**config.mk**
```make
export PLATFORM = sky130hd
export DESIGN_NAME = ssem_status_block
export DESIGN_NICKNAME = d
export VERILOG_FILES = /design/src/hdl/ssem_pkg.sv /design/src/hdl/ssem_event_latch.sv /design/src/hdl/ssem_status_block.sv /design/src/hdl/ssem_summary.sv
export SDC_FILE = /design/constraint.sdc
export NUM_CORES = 1
export LEC_CHECK = 0
export ABC_AREA = 1
export ABC_CLOCK_PERIOD_IN_PS = 2310
export BUFFER_PORTS_ARGS = -buffer_cell sky130_fd_sc_hd__buf_2
export CORE_ASPECT_RATIO = 1.1
export CORE_MARGIN = 3
export CORE_UTILIZATION = 45
export DETAILED_ROUTE_END_ITERATION = 7
export PLACE_DENSITY = 0.86
export SYNTH_ARGS = -nofsm -noshare
export SYNTH_HDL_FRONTEND = slang
export SYNTH_SLANG_ARGS = --single-unit
```
**constraint.sdc**
```tcl
create_clock -name mclk -period 2.31 [get_ports mclk]
set_input_delay 0.462 -clock mclk [delete_from_list [all_inputs] [get_ports mclk]]
set_output_delay 0.462 -clock mclk [all_outputs]
set_load 0.005 [all_outputs]
```
**src/hdl/ssem_pkg.sv**
```systemverilog
// Shared constants and carrier types for the status event and mask block
package ssem_pkg;

   localparam int unsigned REG_W = 16;

   // Bit positions of the live event flags
   localparam int unsigned BIT_SETTLING      = 1;
   localparam int unsigned BIT_WAIT_TRIG     = 5;
   localparam int unsigned BIT_WAIT_ARM      = 6;
   localparam int unsigned BIT_IDLE          = 10;
   localparam int unsigned BIT_FIRST_SEQ     = 1;
   localparam int unsigned BIT_FIRST_LAYER   = 1;
   localparam int unsigned BIT_SECOND_LAYER  = 2;
   localparam int unsigned BIT_TOO_MANY_CHAN = 9;

   // Implemented bits of each register; all others read zero
   localparam logic [REG_W-1:0] OPER_USED = 16'h0462;
   localparam logic [REG_W-1:0] TRIG_USED = 16'h0002;
   localparam logic [REG_W-1:0] ARM_USED  = 16'h0002;
   localparam logic [REG_W-1:0] SEQ_USED  = 16'h0006;
   localparam logic [REG_W-1:0] QUES_USED = 16'h0200;

   // Values after power-up and status preset; the event value is loaded at power-up and on clear
   localparam logic [REG_W-1:0] MASK_RST    = 16'h0000;
   localparam logic [REG_W-1:0] RISING_RST  = 16'hFFFF;
   localparam logic [REG_W-1:0] FALLING_RST = 16'h0000;
   localparam logic [REG_W-1:0] EVENT_RST   = 16'h0000;

   // Register selects of the status command port
   typedef enum logic [3:0]
   {
      SEL_OPER_MASK    = 4'h0,
      SEL_TRIG_MASK    = 4'h1,
      SEL_ARM_MASK     = 4'h2,
      SEL_SEQ_MASK     = 4'h3,
      SEL_QUES_MASK    = 4'h4,
      SEL_SEQ_EVENTS   = 4'h5,
      SEL_QUES_EVENTS  = 4'h6,
      SEL_SEQ_RISING   = 4'h7,
      SEL_SEQ_FALLING  = 4'h8,
      SEL_QUES_RISING  = 4'h9,
      SEL_QUES_FALLING = 4'hA
   } ssem_sel_t;

   typedef enum logic [1:0]
   {
      OP_READ   = 2'h0,
      OP_WRITE  = 2'h1,
      OP_CLEAR  = 2'h2,
      OP_PRESET = 2'h3
   } ssem_op_t;

   typedef struct packed
   {
      logic             valid;
      ssem_op_t         op;
      ssem_sel_t        sel;
      logic [REG_W-1:0] data;
   } ssem_cmd_t;

   typedef struct packed
   {
      logic             valid;
      logic [REG_W-1:0] data;
   } ssem_rsp_t;

   typedef struct packed
   {
      logic oper;
      logic trig;
      logic arm;
      logic seq;
      logic ques;
   } ssem_summary_t;

   // Any unmasked event set
   function automatic logic masked_any(input logic [REG_W-1:0] evt,
                                       input logic [REG_W-1:0] en);
      masked_any = |(evt & en);
   endfunction

endpackage

```
**src/hdl/ssem_event_latch.sv**
```systemverilog
// Transition filter and sticky event register for one register set
`timescale 1ns/1ps
module ssem_event_latch
   import ssem_pkg::*;
#(
   parameter logic [REG_W-1:0] USED = 16'h0000
)
(
   input  wire logic             mclk,
   input  wire logic             reset,
   input  wire logic [REG_W-1:0] cond,
   input  wire logic [REG_W-1:0] rising_en,
   input  wire logic [REG_W-1:0] falling_en,
   input  wire logic             clr,
   output      logic [REG_W-1:0] events
);

   typedef struct packed
   {
      logic [REG_W-1:0] prev_ff;
      logic [REG_W-1:0] evt_ff;
   } ssem_latch_st_t;

   ssem_latch_st_t st_ff;
   ssem_latch_st_t nxt_st;
   logic [REG_W-1:0] hit;

   always_comb
   begin
      nxt_st = st_ff;
      nxt_st.prev_ff = cond & USED;
      hit = ((cond & ~st_ff.prev_ff & rising_en) |
             (~cond & st_ff.prev_ff & falling_en)) & USED;
      // Set wins over a same-cycle clear so no event is lost
      nxt_st.evt_ff = (clr ? EVENT_RST : st_ff.evt_ff) | hit;
   end

   always_ff @(posedge mclk or posedge reset)
   begin
      if (reset)
      begin
         st_ff <= '0;
      end
      else
      begin
         st_ff <= nxt_st;
      end
   end

   assign events = st_ff.evt_ff;

endmodule

```
**src/hdl/ssem_status_block.sv**
```systemverilog
// Status event registers, transition filters and event mask registers
//
// Behaviour
// - Sequence event bit 1 latches first arm layer entry or exit.
// - Sequence event bit 2 latches second arm layer entry or exit.
// - Questionable bit 9 latches too-many-channels-closed set or clear.
// - Five independent 16-bit mask registers: operation, trigger, arm, etc.
// - A cleared mask bit keeps its event from the summary bit.
// - A set mask bit passes its set event to the summary bit.
// - Host writes weight sum; each mask bit loads from its binary form.
// - Operation mask bits at 10, 6, 5 and 1.
// - Trigger mask holds one bit at position 1.
// - Arm mask holds one first-sequence bit; 1 enables, 0 masks.
// - Sequence mask bits at 2 and 1 for the arm layers.
// - Questionable mask holds only bit 9; others unused.
// - Mask query returns exactly the mask bits currently set.
// - Rising filter latches 0 to 1; falling filter latches 1 to 0.
// - Rising filter registers come up with every implemented bit set.
`timescale 1ns/1ps
module ssem_status_block
   import ssem_pkg::*;
(
   input  wire logic             mclk,
   input  wire logic             reset,
   input  wire ssem_cmd_t        cmd,
   input  wire logic [REG_W-1:0] oper_events,
   input  wire logic [REG_W-1:0] trig_events,
   input  wire logic [REG_W-1:0] arm_events,
   input  wire logic             first_arm_layer_flag,
   input  wire logic             second_arm_layer_flag,
   input  wire logic             too_many_closed,
   output      ssem_rsp_t        rsp,
   output      ssem_summary_t    summary,
   output      logic [REG_W-1:0] arm_layer_sequence_events,
   output      logic [REG_W-1:0] questionable_events
);

   typedef struct packed
   {
      logic [REG_W-1:0] oper_mask_ff;
      logic [REG_W-1:0] trig_mask_ff;
      logic [REG_W-1:0] arm_mask_ff;
      logic [REG_W-1:0] seq_mask_ff;
      logic [REG_W-1:0] ques_mask_ff;
      logic [REG_W-1:0] seq_rising_ff;
      logic [REG_W-1:0] seq_falling_ff;
      logic [REG_W-1:0] ques_rising_ff;
      logic [REG_W-1:0] ques_falling_ff;
      ssem_rsp_t        rsp_ff;
   } ssem_main_st_t;

   // One write strobe per writable register
   typedef struct packed
   {
      logic oper;
      logic trig;
      logic arm;
      logic seq;
      logic ques;
      logic seq_rise;
      logic seq_fall;
      logic ques_rise;
      logic ques_fall;
   } ssem_wr_sel_t;

   ssem_main_st_t    st_ff;
   ssem_main_st_t    nxt_st;
   ssem_wr_sel_t     wr_sel;
   logic [REG_W-1:0] rd_word;
   logic [REG_W-1:0] seq_cond;
   logic [REG_W-1:0] ques_cond;
   logic [REG_W-1:0] seq_evt;
   logic [REG_W-1:0] ques_evt;
   logic             seq_clr;
   logic             ques_clr;
   logic             rd;
   logic             wr;
   logic             clr_all;
   logic             preset;

   // Command of one kind present at this edge
   function automatic logic cmd_is(input ssem_cmd_t c,
                                   input ssem_op_t  op);
      cmd_is = c.valid && (c.op == op);
   endfunction

   // Read of one register present at this edge
   function automatic logic read_of(input ssem_cmd_t c,
                                    input ssem_sel_t s);
      read_of = cmd_is(c, OP_READ) && (c.sel == s);
   endfunction

   always_comb
   begin
      seq_cond = '0;
      seq_cond[BIT_FIRST_LAYER]  = first_arm_layer_flag;
      seq_cond[BIT_SECOND_LAYER] = second_arm_layer_flag;
      ques_cond = '0;
      ques_cond[BIT_TOO_MANY_CHAN] = too_many_closed;
   end

   assign rd      = cmd_is(cmd, OP_READ);
   assign wr      = cmd_is(cmd, OP_WRITE);
   assign clr_all = cmd_is(cmd, OP_CLEAR);
   assign preset  = cmd_is(cmd, OP_PRESET);

   // Event registers clear when read, and on clear status
   assign seq_clr  = clr_all || read_of(cmd, SEL_SEQ_EVENTS);
   assign ques_clr = clr_all || read_of(cmd, SEL_QUES_EVENTS);

   // Event selects and undecoded codes raise no strobe
   // Such writes are dropped rather than reported to the host
   always_comb
   begin
      wr_sel = '0;
      if (wr)
      begin
         unique case (cmd.sel)
            SEL_OPER_MASK:    wr_sel.oper      = 1'b1;
            SEL_TRIG_MASK:    wr_sel.trig      = 1'b1;
            SEL_ARM_MASK:     wr_sel.arm       = 1'b1;
            SEL_SEQ_MASK:     wr_sel.seq       = 1'b1;
            SEL_QUES_MASK:    wr_sel.ques      = 1'b1;
            SEL_SEQ_RISING:   wr_sel.seq_rise  = 1'b1;
            SEL_SEQ_FALLING:  wr_sel.seq_fall  = 1'b1;
            SEL_QUES_RISING:  wr_sel.ques_rise = 1'b1;
            SEL_QUES_FALLING: wr_sel.ques_fall = 1'b1;
            default:          wr_sel           = '0;
         endcase
      end
   end

   // Undecoded select answers zero rather than stalling the host
   always_comb
   begin
      rd_word = '0;
      unique case (cmd.sel)
         SEL_OPER_MASK:    rd_word = st_ff.oper_mask_ff;
         SEL_TRIG_MASK:    rd_word = st_ff.trig_mask_ff;
         SEL_ARM_MASK:     rd_word = st_ff.arm_mask_ff;
         SEL_SEQ_MASK:     rd_word = st_ff.seq_mask_ff;
         SEL_QUES_MASK:    rd_word = st_ff.ques_mask_ff;
         SEL_SEQ_EVENTS:   rd_word = seq_evt;
         SEL_QUES_EVENTS:  rd_word = ques_evt;
         SEL_SEQ_RISING:   rd_word = st_ff.seq_rising_ff;
         SEL_SEQ_FALLING:  rd_word = st_ff.seq_falling_ff;
         SEL_QUES_RISING:  rd_word = st_ff.ques_rising_ff;
         SEL_QUES_FALLING: rd_word = st_ff.ques_falling_ff;
         default:          rd_word = '0;
      endcase
   end

   always_comb
   begin
      nxt_st = st_ff;
      nxt_st.rsp_ff.valid = 1'b0;
      // One op per command, so the branches below never overlap
      // Parser has turned the decimal weight sum into binary
      if (wr_sel.oper)
      begin
         nxt_st.oper_mask_ff = cmd.data & OPER_USED;
      end
      if (wr_sel.trig)
      begin
         nxt_st.trig_mask_ff = cmd.data & TRIG_USED;
      end
      if (wr_sel.arm)
      begin
         nxt_st.arm_mask_ff = cmd.data & ARM_USED;
      end
      if (wr_sel.seq)
      begin
         nxt_st.seq_mask_ff = cmd.data & SEQ_USED;
      end
      if (wr_sel.ques)
      begin
         nxt_st.ques_mask_ff = cmd.data & QUES_USED;
      end
      if (wr_sel.seq_rise)
      begin
         nxt_st.seq_rising_ff = cmd.data & SEQ_USED;
      end
      if (wr_sel.seq_fall)
      begin
         nxt_st.seq_falling_ff = cmd.data & SEQ_USED;
      end
      if (wr_sel.ques_rise)
      begin
         nxt_st.ques_rising_ff = cmd.data & QUES_USED;
      end
      if (wr_sel.ques_fall)
      begin
         nxt_st.ques_falling_ff = cmd.data & QUES_USED;
      end
      if (rd)
      begin
         nxt_st.rsp_ff.valid = 1'b1;
         nxt_st.rsp_ff.data  = rd_word;
      end
      if (preset)
      begin
         nxt_st.oper_mask_ff    = MASK_RST;
         nxt_st.trig_mask_ff    = MASK_RST;
         nxt_st.arm_mask_ff     = MASK_RST;
         nxt_st.seq_mask_ff     = MASK_RST;
         nxt_st.ques_mask_ff    = MASK_RST;
         nxt_st.seq_rising_ff   = RISING_RST & SEQ_USED;
         nxt_st.ques_rising_ff  = RISING_RST & QUES_USED;
         nxt_st.seq_falling_ff  = FALLING_RST;
         nxt_st.ques_falling_ff = FALLING_RST;
      end
   end

   always_ff @(posedge mclk or posedge reset)
   begin
      if (reset)
      begin
         st_ff.oper_mask_ff    <= MASK_RST;
         st_ff.trig_mask_ff    <= MASK_RST;
         st_ff.arm_mask_ff     <= MASK_RST;
         st_ff.seq_mask_ff     <= MASK_RST;
         st_ff.ques_mask_ff    <= MASK_RST;
         st_ff.seq_rising_ff   <= RISING_RST & SEQ_USED;
         st_ff.ques_rising_ff  <= RISING_RST & QUES_USED;
         st_ff.seq_falling_ff  <= FALLING_RST;
         st_ff.ques_falling_ff <= FALLING_RST;
         st_ff.rsp_ff          <= '0;
      end
      else
      begin
         st_ff <= nxt_st;
      end
   end

   ssem_event_latch #(
      .USED (SEQ_USED)
   ) u_seq_latch (
      .mclk       (mclk),
      .reset      (reset),
      .cond       (seq_cond),
      .rising_en  (st_ff.seq_rising_ff),
      .falling_en (st_ff.seq_falling_ff),
      .clr        (seq_clr),
      .events     (seq_evt)
   );

   ssem_event_latch #(
      .USED (QUES_USED)
   ) u_ques_latch (
      .mclk       (mclk),
      .reset      (reset),
      .cond       (ques_cond),
      .rising_en  (st_ff.ques_rising_ff),
      .falling_en (st_ff.ques_falling_ff),
      .clr        (ques_clr),
      .events     (ques_evt)
   );

   // Upstream event inputs are trusted to be sticky already
   ssem_summary u_sum_oper (
      .mclk    (mclk),
      .reset   (reset),
      .events  (oper_events),
      .mask    (st_ff.oper_mask_ff),
      .summary (summary.oper)
   );

   ssem_summary u_sum_trig (
      .mclk    (mclk),
      .reset   (reset),
      .events  (trig_events),
      .mask    (st_ff.trig_mask_ff),
      .summary (summary.trig)
   );

   ssem_summary u_sum_arm (
      .mclk    (mclk),
      .reset   (reset),
      .events  (arm_events),
      .mask    (st_ff.arm_mask_ff),
      .summary (summary.arm)
   );

   ssem_summary u_sum_seq (
      .mclk    (mclk),
      .reset   (reset),
      .events  (seq_evt),
      .mask    (st_ff.seq_mask_ff),
      .summary (summary.seq)
   );

   ssem_summary u_sum_ques (
      .mclk    (mclk),
      .reset   (reset),
      .events  (ques_evt),
      .mask    (st_ff.ques_mask_ff),
      .summary (summary.ques)
   );

   assign rsp                       = st_ff.rsp_ff;
   assign arm_layer_sequence_events = seq_evt;
   assign questionable_events       = ques_evt;

endmodule

```
**src/hdl/ssem_summary.sv**
```systemverilog
// Registered summary bit from one event register and its mask
`timescale 1ns/1ps
module ssem_summary
   import ssem_pkg::*;
(
   input  wire logic             mclk,
   input  wire logic             reset,
   input  wire logic [REG_W-1:0] events,
   input  wire logic [REG_W-1:0] mask,
   output      logic             summary
);

   typedef struct packed
   {
      logic sum_ff;
   } ssem_sum_st_t;

   ssem_sum_st_t st_ff;
   ssem_sum_st_t nxt_st;

   always_comb
   begin
      nxt_st = st_ff;
      nxt_st.sum_ff = masked_any(events, mask);
   end

   always_ff @(posedge mclk or posedge reset)
   begin
      if (reset)
      begin
         st_ff <= '0;
      end
      else
      begin
         st_ff <= nxt_st;
      end
   end

   assign summary = st_ff.sum_ff;

endmodule
```
==> results.md <==
* Reg clk slew, reported paths at 0.06 ns
* Final Skew at 0.00291 ns
* Gp weighted congestion at 0.880
* Drt via density at 4.58
* Clock sinks at 33
* Antenna Violating Nets Remaining at 0
* Sequential share of the synthesized area at 41.7%
* Die area at 5260 um^2
* Pins Over Slew Limit at 0
* Pin count of the biggest net entering global routing at 34
* Ant diodes at 0
* Avg Cell Area, Syn at 8.09 um^2
* Root buffer cell: clkbuf_8
* GRT overflow at 0
* Max-cap violations at 0
* CTS Buf Count at 5
* Hpwl dp at 3000 um
* Period utilization at 56.9%
* Port bufs at 38
* Final hold slack at 0.258 ns
* DR WL/cell at 11.5 um
* First-pass GRT wire length at 6290 um
* Commonest cells after routing, fill and taps aside: nand2_1 (57), conb_1 (39), buf_2 (38)
* Top-level I/O count at 130
* Row cnt at 24
* Postcts setup bufs at 0
* P&R area growth vs syn at 3.33%
* Critical path endpoint category: primary output
* Fin util at 50.0%
* Residual DRC at 0
* Via Count at 1502
* Logic pwr share at 17.6%
* Buffers and inverters on the worst path at 1
* First-pass DRT Iterations at 6
* Multi-input logic area at 805 um^2
* Sw frac at 28.4%
* Routed Wire Length at 3760 um
* Crit-path leading delay family: flip-flops
* Die width at 69.4 um
* Internal power at 0.964 mW
* Worst EP arrival at 0.85 ns
* Post-Syn Instances at 246
* Hold WC Path Type: primary input to asynchronous set/reset pin
* Fmax at 0.760 GHz
* Filler Cell Count at 425
* Seq pwr share at 52.3%
* Sequential cell area at 830 um^2
* Seq cells post-synth at 33
* Clk_lat worst skew at 0.28 ns
* Mapped cell area at 1990 um^2
* Netlist cell types at 23
* CTS tree: yes
* Number of global-route vias before repair at 1420
* Critical Path Fanout Max at 4
* Share of layout cells above drive strength 1 at 21.7%
* Clock power share at 30.1%
* Area of the core at 4110 um^2
* Critical path type: register to primary output
* Initial Util at 48.4%
* Worst Path Required at 1.85 ns
* # resized after CTS at 0
* CTS Hold Buffers Added at 0
* Status: finished clean
* Final setup violation count at 0
* Crit path largest cell delay at 0.42 ns
* Total track usage at 15.3%
* Htree depth at 2
* Most common cell after layout, fill and taps aside: nand2_1
* Die Span Y at 75.7 um
* CP Cell Sequence: buf_2
* CP max stage cell: dfrtp_1
* Max IR drop VDD at 0.000313 V
* Leakage power at 1.13 nW
* Iter 0 DRT Violations at 65
* Fin crit period at 1.32 ns
* Synth warnings at 0
* Nets at 351
* Pwr dens at 655 nW/um^2
* Fin. Hold Viols at 0
* RSZ-0062 raised after global routing: false
* Clk buf depth at 2
* Crit start category: register
* Setup TNS Final at 0 ns
* NetSw at 0.383 mW
* Initial antenna violation count at 0
==> cell usage after synthesis (all sizes together) <==
cell / instances / area share (%)
a22o: 1 / 0.44
dfrtp: 30 / 38
o21ai: 15 / 4.9
nand4: 3 / 0.94
a21oi: 6 / 1.5
o311ai: 1 / 0.44
nor3: 2 / 0.50
nand2: 59 / 12
conb: 1 / 0.19
nor2: 26 / 6.3
o221ai: 2 / 0.88
inv: 21 / 4.0
buf: 54 / 20
nand3: 21 / 5.3
clkbuf: 1 / 0.69
dfstp: 3 / 4.0
==> cell families after synthesis <==
group                  synth area share (%)
AND/OR/NAND/NOR                        24.9
buffers and inverters                  25.0
flip-flops                             41.7
AO/OA/AOI/OAI                          8.18
other                                 0.188
==> worst paths after layout <==
| check | start | endpoint | slack, ns | cells past startpoint |
|---|---|---|---|---|
| worst min-delay path | reset | u_sum_trig.summary$_DFF_PP0_ | 0.26 | 3 |
| worst max register to register | st_ff[66]$_DFFE_PP1P_ | rsp[1]$_DFFE_PP0N_ | 1.35 | 6 |
| max in group asynchronous | reset | st_ff[67]$_DFFE_PP1P_ | 1.72 | 3 |
| min in group mclk | too_many_closed | u_ques_latch.st_ff[25]$_DFF_PP0_ | 0.31 | 1 |
| worst min register to register | rsp[2]$_DFFE_PP0N_ | rsp[2]$_DFFE_PP0N_ | 0.48 | 2 |
| worst max-delay path | u_seq_latch.events[1]$_DFF_PP0_ | arm_layer_sequence_events[1] | 0.99 | 1 |
==> flip-flops by register name, summed over array words and instances (netlist names), 2 cells and up <==
name,count
st_ff,15
rsp,7
u_seq_latch.st_ff,2
u_seq_latch.events,2
==> tightest hold or removal path: cells and delay by family <==
family,cells,cell delay [ns]
buf+inv,3,0.50
==> cell type report <==
type,instances,share of cell area [%]
flip-flops and latches,33,40.4
multi-input cells,175,39.1
repair buffers,39,9.62
clock buffers,8,3.90
inverters,21,3.83
well taps,52,3.16
==> through the flow <==
stage	area [um^2]	instances	setup slack (ns)	power [mW]
2_1_floorplan	2130	284	1.13	0.943
3_3_place_gp	1980	320	0.878	0.943
3_5_place_dp	1980	320	0.802	0.955
4_1_cts	2060	328	0.985	1.37
5_1_grt	2060	328	0.961	1.44
6_report	2060	328	0.995	1.35
==> per-layer routing <==
metal  global-route usage [%]  wire length, um  up-vias
met4                     6.94               87        0
met3                     4.88              282       11
met2                     28.0             1920       60
met5                        0                0        -
met1                     16.6             1470      679
li1                         -                -      752
==> power groups by stage <==
stage | clock network (mW) | logic (mW) | registers (mW)
6_report | 0.405 | 0.237 | 0.705
3_5_place_dp | 0 | 0.239 | 0.715
4_1_cts | 0.423 | 0.240 | 0.705
5_1_grt | 0.441 | 0.280 | 0.716
3_3_place_gp | 0 | 0.230 | 0.712
2_1_floorplan | 0 | 0.241 | 0.702
Power figures use the tool's default switching activity.
